<file path="config.mk">
export PLATFORM = sky130hd
export DESIGN_NAME = rbl_loop_conv
export DESIGN_NICKNAME = d
export VERILOG_FILES = /design/src/hdl/rbl_pkg.sv /design/src/hdl/rbl_loop_conv.sv
export SDC_FILE = /design/constraint.sdc
export NUM_CORES = 2
export LEC_CHECK = 0
export BUFFER_PORTS_ARGS = -buffer_cell sky130_fd_sc_hd__buf_4
export CORE_MARGIN = 2
export CORE_UTILIZATION = 50
export DETAILED_ROUTE_END_ITERATION = 7
export PLACE_DENSITY = 0.63
export SLEW_MARGIN = 20
export SYNTH_ARGS = -nofsm -noshare
export SYNTH_HDL_FRONTEND = slang
export SYNTH_SLANG_ARGS = --single-unit
export TNS_END_PERCENT = 1
</file>
<file path="constraint.sdc">
create_clock -name pclk -period 39.1 [get_ports pclk]
set_input_delay 7.82 -clock pclk [delete_from_list [all_inputs] [get_ports pclk]]
set_output_delay 7.82 -clock pclk [all_outputs]
set_load 0.005 [all_outputs]
</file>
<file path="src/hdl/rbl_pkg.sv">
// Purpose: constants and types for the ratio/bias loop conversion block
// Assumes: apb slave, 32-bit data, one aligned word per register
// Notes: offsets below are the block's own register map
package rbl_pkg;
    localparam logic [7:0] REG_MODE = 8'h00;
    localparam logic [7:0] REG_RATIO1 = 8'h04;
    localparam logic [7:0] REG_BIAS1 = 8'h08;
    localparam logic [7:0] REG_RATIO2 = 8'h0C;
    localparam logic [7:0] REG_BIAS2 = 8'h10;
    localparam logic [7:0] REG_CTRL = 8'h14;
    localparam logic [7:0] REG_STOP = 8'h18;
    localparam logic [7:0] REG_RESULT1 = 8'h1C;
    localparam logic [7:0] REG_RESULT2 = 8'h20;
    localparam logic [7:0] REG_STATUS = 8'h24;
    localparam logic [7:0] REG_RANGE = 8'h28;
    localparam logic [7:0] REG_CAL = 8'h2C;
    localparam logic [1:0] MODE_OFF = 2'h0;
    localparam logic [1:0] MODE_POS = 2'h1;
    localparam logic [1:0] MODE_NEG = 2'h2;
    localparam logic [1:0] STOP_CLR = 2'h0;
    localparam logic [1:0] STOP_HOLD = 2'h1;
    localparam logic [1:0] STOP_MAX = 2'h2;
    localparam logic signed [17:0] FS_4000 = 18'sd4000;
    localparam logic signed [17:0] FS_8000 = 18'sd8000;
    localparam logic signed [17:0] FS_BIP_4000 = 18'sd2000;
    localparam logic signed [17:0] FS_BIP_8000 = 18'sd4000;
    localparam int RESP_4000_NS = 850000;
    localparam int RESP_8000_NS = 420000;
    localparam int CLK_NS = 20;
    localparam int RESP_4000_CYC = RESP_4000_NS / CLK_NS;
    localparam int RESP_8000_CYC = RESP_8000_NS / CLK_NS;
    localparam int CONV_CYC = 8;
    typedef enum logic [2:0] {
        RBL_IDLE = 3'b000,
        RBL_MUL = 3'b001,
        RBL_ADD = 3'b011,
        RBL_CLAMP = 3'b010,
        RBL_DONE = 3'b110
    } rbl_state_t;
    typedef struct packed {
        logic [1:0] mode;
        logic [15:0] ratio;
        logic signed [15:0] bias;
    } rbl_loop_cfg_t;
    typedef struct packed {
        logic psel;
        logic penable;
        logic pwrite;
        logic [7:0] paddr;
        logic [31:0] pwdata;
    } rbl_apb_req_t;
endpackage : rbl_pkg

</file>
<file path="src/hdl/rbl_loop_conv.sv">
// Purpose: two ratio/bias loops turning input counts into output counts
// Assumes: inputs arrive synchronous to pclk; sample_valid pulses per input update
// Notes: loop mode, ratio and bias are latched only on a restart pulse or reset; ctrl, stop and range act at once; cal is only stored and read back
`timescale 1ns/100ps
module rbl_loop_conv
    import rbl_pkg::*;
(
    input wire logic pclk, // clock 50 MHz
    input wire logic presetn, // async reset, active low
    input wire logic psel, // apb select
    input wire logic penable, // apb enable
    input wire logic pwrite, // apb direction
    input wire logic [7:0] paddr, // apb byte address
    input wire logic [31:0] pwdata, // apb write data
    output logic [31:0] prdata, // apb read data
    output logic pready, // apb ready
    output logic pslverr, // apb error on unmapped address
    input wire logic unit_restart, // one-cycle restart pulse
    input wire logic [1:0] sample_valid, // per input new sample pulse
    input wire logic signed [15:0] in1_count, // input 1 conversion count
    input wire logic signed [15:0] in2_count, // input 2 conversion count
    input wire logic [1:0] in_disconnect, // per input wire break
    input wire logic run_mode, // controller in run mode
    input wire logic adjust_mode, // unit in adjustment mode
    output logic signed [15:0] out1_count, // output 1 drive count
    output logic signed [15:0] out2_count, // output 2 drive count
    output logic signed [15:0] input_word1, // reported input 1 word
    output logic signed [15:0] input_word2, // reported input 2 word
    output logic [1:0] scaling_allowed, // per loop output scaling permitted
    output logic [1:0] conv_done // per loop result pulse
);
    rbl_loop_cfg_t cfg_q [2]; // active copy
    rbl_loop_cfg_t shd_q [2]; // software shadow
    logic [7:0] mode_sh_q;
    logic [1:0] out_en_q;
    logic [3:0] stop_q;
    logic [1:0] range_q; // bit0 bipolar, bit1 8000 resolution
    logic signed [15:0] cal_ofs_q, cal_gain_q;
    logic signed [15:0] out_q [2];
    logic signed [15:0] word_q [2];
    logic [1:0] done_q;
    logic [1:0] clamp_q;
    logic hold_all_q;
    rbl_state_t st_q [2];
    logic signed [15:0] smp_q [2];
    logic signed [37:0] acc_q [2];
    wire bus_wr = psel && penable && pwrite;
    wire bus_rd = psel && penable && !pwrite;

    function automatic logic [13:0] bcd_to_bin(input logic [15:0] b);
        bcd_to_bin = 14'(b[15:12] * 1000 + b[11:8] * 100 + b[7:4] * 10 + b[3:0]);
    endfunction : bcd_to_bin

    function automatic logic signed [17:0] full_scale(input logic [1:0] r);
        case (r)
            2'b00: full_scale = FS_4000;
            2'b01: full_scale = FS_BIP_4000;
            2'b10: full_scale = FS_8000;
            default: full_scale = FS_BIP_8000;
        endcase
    endfunction : full_scale

    function automatic logic mapped(input logic [7:0] a);
        mapped = (a <= REG_CAL) && (a[1:0] == 2'b00);
    endfunction : mapped

    logic signed [17:0] fs;
    logic signed [17:0] lo_lim, hi_lim;
    always_comb begin
        fs = full_scale(range_q);
        // output span runs -5 % to +105 % of full scale; bipolar is symmetric
        hi_lim = fs + (fs / 18'sd20);
        lo_lim = range_q[0] ? -hi_lim : -(fs / 18'sd20);
    end

    // apb: zero wait state, write takes effect in access phase
    assign pready = 1'b1;
    assign pslverr = psel && penable && !mapped(paddr);

    always_ff @(posedge pclk or negedge presetn) begin
        if (!presetn) begin
            mode_sh_q <= 8'h00;
            shd_q[0] <= '0;
            shd_q[1] <= '0;
            out_en_q <= 2'b00;
            stop_q <= 4'h0;
            range_q <= 2'b00;
            cal_ofs_q <= 16'sh0000;
            cal_gain_q <= 16'sh0000;
        end else if (bus_wr) begin
            case (paddr)
                REG_MODE: mode_sh_q <= pwdata[7:0];
                REG_RATIO1: shd_q[0].ratio <= pwdata[15:0];
                REG_BIAS1: shd_q[0].bias <= pwdata[15:0];
                REG_RATIO2: shd_q[1].ratio <= pwdata[15:0];
                REG_BIAS2: shd_q[1].bias <= pwdata[15:0];
                REG_CTRL: out_en_q <= pwdata[1:0];
                REG_STOP: stop_q <= pwdata[3:0];
                REG_RANGE: range_q <= pwdata[1:0];
                REG_CAL: begin
                    cal_ofs_q <= pwdata[15:0];
                    cal_gain_q <= pwdata[31:16];
                end
                default: ;
            endcase
        end
    end

    // mode and constants only become active at restart
    always_ff @(posedge pclk or negedge presetn) begin
        if (!presetn) begin
            cfg_q[0] <= '0;
            cfg_q[1] <= '0;
        end else if (unit_restart) begin
            cfg_q[0] <= '{mode: mode_sh_q[1:0], ratio: shd_q[0].ratio, bias: shd_q[0].bias};
            cfg_q[1] <= '{mode: mode_sh_q[3:2], ratio: shd_q[1].ratio, bias: shd_q[1].bias};
        end
    end

    // adjustment in run mode freezes both loops, their words and outputs
    always_ff @(posedge pclk or negedge presetn) begin
        if (!presetn) begin
            hold_all_q <= 1'b0;
        end else begin
            hold_all_q <= adjust_mode && run_mode;
        end
    end

    genvar g;
    generate
        for (g = 0; g < 2; g++) begin : loop_g
            wire active = (cfg_q[g].mode == MODE_POS) || (cfg_q[g].mode == MODE_NEG);
            wire signed [15:0] raw = (g == 0) ? in1_count : in2_count;
            logic signed [37:0] sum;
            logic signed [15:0] clamped;
            logic clip;
            always_comb begin
                // acc holds ratio*input in hundredths
                sum = (cfg_q[g].mode == MODE_NEG) ?
                    38'(fs) * 38'sd100 - acc_q[g] + 38'(cfg_q[g].bias) * 38'sd100 :
                    acc_q[g] + 38'(cfg_q[g].bias) * 38'sd100;
                sum = sum / 38'sd100;
                clip = 1'b1;
                if (sum > 38'(hi_lim)) begin
                    clamped = 16'(hi_lim);
                end else if (sum < 38'(lo_lim)) begin
                    clamped = 16'(lo_lim);
                end else begin
                    clamped = 16'(sum);
                    clip = 1'b0;
                end
            end
            // short fixed pipeline, well inside both response budgets
            always_ff @(posedge pclk or negedge presetn) begin
                if (!presetn) begin
                    st_q[g] <= RBL_IDLE;
                    smp_q[g] <= 16'sh0000;
                    acc_q[g] <= '0;
                end else if (!hold_all_q) begin
                    case (st_q[g])
                        RBL_IDLE: if (sample_valid[g] && active) begin
                            smp_q[g] <= raw;
                            st_q[g] <= RBL_MUL;
                        end
                        RBL_MUL: begin
                            acc_q[g] <= 38'(smp_q[g]) * 38'(bcd_to_bin(cfg_q[g].ratio));
                            st_q[g] <= RBL_ADD;
                        end
                        RBL_ADD: st_q[g] <= RBL_CLAMP;
                        RBL_CLAMP: st_q[g] <= RBL_DONE;
                        RBL_DONE: st_q[g] <= RBL_IDLE;
                        default: st_q[g] <= RBL_IDLE;
                    endcase
                end
            end
            always_ff @(posedge pclk or negedge presetn) begin
                if (!presetn) begin
                    out_q[g] <= 16'sh0000;
                    word_q[g] <= 16'sh0000;
                    done_q[g] <= 1'b0;
                    clamp_q[g] <= 1'b0;
                end else if (hold_all_q) begin
                    done_q[g] <= 1'b0;
                end else begin
                    done_q[g] <= (st_q[g] == RBL_DONE);
                    if (!active) begin
                        if (sample_valid[g]) begin
                            word_q[g] <= raw;
                        end
                    end else if (in_disconnect[g]) begin
                        word_q[g] <= 16'sh0000;
                        out_q[g] <= (stop_q[2*g+:2] == STOP_CLR) ? 16'(lo_lim) :
                            (stop_q[2*g+:2] == STOP_MAX) ? 16'(hi_lim) : out_q[g];
                    end else if (st_q[g] == RBL_DONE) begin
                        word_q[g] <= clamped;
                        clamp_q[g] <= clip;
                        if (out_en_q[g]) begin
                            out_q[g] <= clamped;
                        end
                    end
                    if (active && !out_en_q[g]) begin
                        out_q[g] <= (stop_q[2*g+:2] == STOP_CLR) ? 16'(lo_lim) :
                            (stop_q[2*g+:2] == STOP_MAX) ? 16'(hi_lim) : out_q[g];
                    end
                end
            end
            assign scaling_allowed[g] = !active;
        end
    endgenerate

    assign out1_count = out_q[0];
    assign out2_count = out_q[1];
    assign input_word1 = word_q[0];
    assign input_word2 = word_q[1];
    assign conv_done = done_q;

    always_comb begin
        prdata = 32'h0000_0000;
        if (bus_rd) begin
            case (paddr)
                REG_MODE: prdata = {24'h000000, mode_sh_q};
                REG_RATIO1: prdata = {16'h0000, shd_q[0].ratio};
                REG_BIAS1: prdata = {16'h0000, shd_q[0].bias};
                REG_RATIO2: prdata = {16'h0000, shd_q[1].ratio};
                REG_BIAS2: prdata = {16'h0000, shd_q[1].bias};
                REG_CTRL: prdata = {30'h0, out_en_q};
                REG_STOP: prdata = {28'h0, stop_q};
                REG_RESULT1: prdata = {16'h0000, word_q[0]};
                REG_RESULT2: prdata = {16'h0000, word_q[1]};
                REG_STATUS: prdata = {24'h0, hold_all_q, clamp_q, cfg_q[1].mode, cfg_q[0].mode, 1'b0};
                REG_RANGE: prdata = {30'h0, range_q};
                REG_CAL: prdata = {cal_gain_q, cal_ofs_q};
                default: prdata = 32'h0000_0000;
            endcase
        end
    end
endmodule : rbl_loop_conv

</file>
==> results_dict.tcl <==
set metrics [dict create \
    reg2reg_depth 119 \
    grt_use_total 0.298 \
    met3_usage 0.0468 \
    reg2reg_from "cfg_q[35]" \
    numCtsBuffers 36 \
    clk-insertion-delay-late_ns 0.56 \
    antenna_found_initial 9 \
    wire_per_inst_um 21.5 \
    hold_path.class "flop to flop" \
    cts_resized 0 \
    worst_pin_slew_ns 1.15 \
    cpMaxStageDelayCell "a211oi_2" \
    io_pins 186 \
    reg2reg_slack_ns 5.57 \
    cts.htree.levels 2 \
    die_h_um 367 \
    dr.pass1.iters 8 \
    finalSetupTns_ns 0 \
    grt_overflow 0 \
    drive_above_1_share 0.104 \
    post_cts_buffers 0 \
    synth_area_um2 65900 \
    ys_types 160 \
    worst-endpoint-arrival_ns 33.94 \
    violations "design-rule violations" \
    cts_buffer_depth 3 \
    cts_tree "built" \
    vias 59400 \
    initialDrtViolationCount 5576 \
    grt-busiest-layer "met2" \
    period_minus_slack_ns 33.53 \
    clock_sinks 349 \
    drc 5 \
    max-cap-violations 0 \
    rows 133 \
    clockRootBuffer "clkbuf_16" \
    routed_wl_um 206000 \
    hold_buffers 0 \
    viasPerCell 6.18 \
    ys_warn_count 0 \
    numPortBuffers 184 \
    status "finished with violations" \
    met1_usage 0.447 \
    cp_slowest_stage_delay_ns 0.75 \
    rsz0062_at_grt "false" \
    cp_max_fo 21 \
    crit_top_cell "a21oi_1" \
    dieArea_um2 135000 \
    final-setup-viol-count 0 \
    dp_hpwl_um 167000 \
    drv_slew 0 \
    timing.fmax_ghz 0.0298 \
    relSlewSlack 0.229 \
    fin_nets 9068 \
    die_x_um 367 \
    crit_start "cfg_q[35]" \
    initial_core_util 0.503 \
    area_growth_pct 6.52 \
    fin_crit_sh 0.858 \
    core_um2 131000 \
    nFillCells 12400 \
    synth_edf_count 0 \
    grt_max_degree 181 \
    use_met2 0.457 \
    place.gp.congestion 0.949 \
    start_kind "flop" \
    worstSetupPathType "flop to flop" \
    cts.clk_slew.worst_paths_ns 0.08 \
    synth-seq-cells 349 \
    avgSynthCellArea_um2 8.47 \
    synth_ff_type "dfrtp_1" \
    grt_pass1_vias 57000 \
    grt_pass1_wl_um 325000 \
    ant_nets 0 \
    worstHoldPathCells 1 \
    r2r_end "input_word1[12]" \
    min_to "st_q[1]" \
    finalHoldViolations 0 \
    required_ns 39.50 \
    seq_area_frac_synth 0.132 \
    post_synth_inst_count 7782 \
    end_kind "flop" \
    layout_commonest_cell "inv_1" \
    worstHoldStart "st_q[2]" \
    finClkSkew_ns 0.0242 \
    async_reset_ff_frac 1.00 \
    layout_common_cells "809 x inv_1, 685 x nand2_1, 633 x ha_1" \
]
[worst max path at each step]
stage | to | slack, ns | depth (start not counted)
finish | input_word1[12] | 5.57 | 119
global route | input_word1[12] | 2.76 | 119
CTS | input_word1[5] | 5.97 | 119
detailed placement | input_word1[5] | 6.15 | 119
global placement | input_word1[5] | 6.37 | 119
floorplan | input_word2[0] | 12.05 | 132
[state kept, by name, summed over array words and instances, names as in the netlist]
register / count
cfg_q: 68
shd_q: 64
acc_q: 62
smp_q: 32
cal_gain_q: 16
cal_ofs_q: 16
input_word1: 16
input_word2: 16
out1_count: 16
out2_count: 16
mode_sh_q: 8
st_q: 6
stop_q: 4
clamp_q: 2
conv_done: 2
out_en_q: 2
range_q: 2
hold_all_q: 1
[area by class of cell]
class	count	area [um2]	area share
Inverter	816	3060	0.0436
Clock buffer	47	992	0.0141
Antenna cell	4	10.0	0.000143
Sequential cell	349	8730	0.124
Timing Repair Buffer	242	1830	0.0261
Tap cell	1755	2200	0.0313
Clock inverter	14	174	0.00248
Multi-Input combinational cell	6376	53200	0.758
[stage by stage]
step	utilization	setup slack, ns	cells	instance area, um2	hold slack, ns
after global routing	0.535	2.76	9602	70200	0.507
final	0.535	5.57	9603	70200	0.488
after floorplan	-	12.05	7839	66100	0.451
after global placement	0.526	6.37	9537	69000	0.481
after CTS	0.535	5.97	9599	70200	0.486
after detailed placement	0.526	6.15	9538	69000	0.486
[critical path, delay by kind of cell (launching register included)]
kind	cells	cell delay (ns)
flip-flops	1	0.50
AND/OR/NAND/NOR	31	6.76
AO/OA/AOI/OAI	63	17.61
adder cells (fa/ha/maj)	9	2.97
multiplexers	7	2.47
XOR/XNOR	5	2.52
buffers and inverters	4	0.49
[metal layers]
metal	part of all wire	wire length, um	vias up
met4	0.017	3430	6
met1	0.47	97700	29200
met2	0.43	88500	2175
met3	0.079	16400	210
met5	0.00022	46	-
li1	-	-	27800
[logic make-up (layout without fill, tap and decap cells)]
kind of cell               count (synthesis)  in the layout  synth area share
xor gates and xnor gates                 395            395            0.0538
and+or+nand+nor                         2333           2333             0.181
adders and majority gates               1172           1172             0.282
DFF                                      349            349             0.132
buffers and inverters                   1114           1119            0.0654
muxes                                    351            351            0.0594
AOI/OAI and AO/OA                       2066           2066             0.225
other                                      2             63          0.000114
[synthesized netlist by cell type (48+ instances only)]
cell | count | area share
inv_1 | 809 | 0.046
nand2_1 | 686 | 0.039
ha_1 | 635 | 0.12
fa_1 | 528 | 0.16
a21oi_1 | 474 | 0.036
nor2_1 | 446 | 0.025
dfrtp_1 | 349 | 0.13
and2_1 | 319 | 0.030
xnor2_1 | 295 | 0.039
o21ai_0 | 260 | 0.020
mux2_2 | 238 | 0.041
clkbuf_1 | 214 | 0.012
nor3_1 | 134 | 0.010
nand3_1 | 123 | 0.0093
o21ai_1 | 103 | 0.0078
o21bai_1 | 103 | 0.012
a21o_1 | 95 | 0.011
mux2i_1 | 93 | 0.014
a31oi_1 | 90 | 0.0085
xor2_1 | 88 | 0.012
nand4_1 | 76 | 0.0072
nor2b_1 | 73 | 0.0069
nand2b_1 | 72 | 0.0068
a211oi_1 | 69 | 0.0079
o22ai_1 | 68 | 0.0065
o21a_1 | 63 | 0.0072
o211ai_1 | 62 | 0.0071
nor4_1 | 61 | 0.0058
and3_1 | 60 | 0.0057
or3_1 | 50 | 0.0047
o31ai_1 | 48 | 0.0055
Power is not shown: default switching activity piles up to over one toggle a cycle in this logic, so the estimate is an artifact.
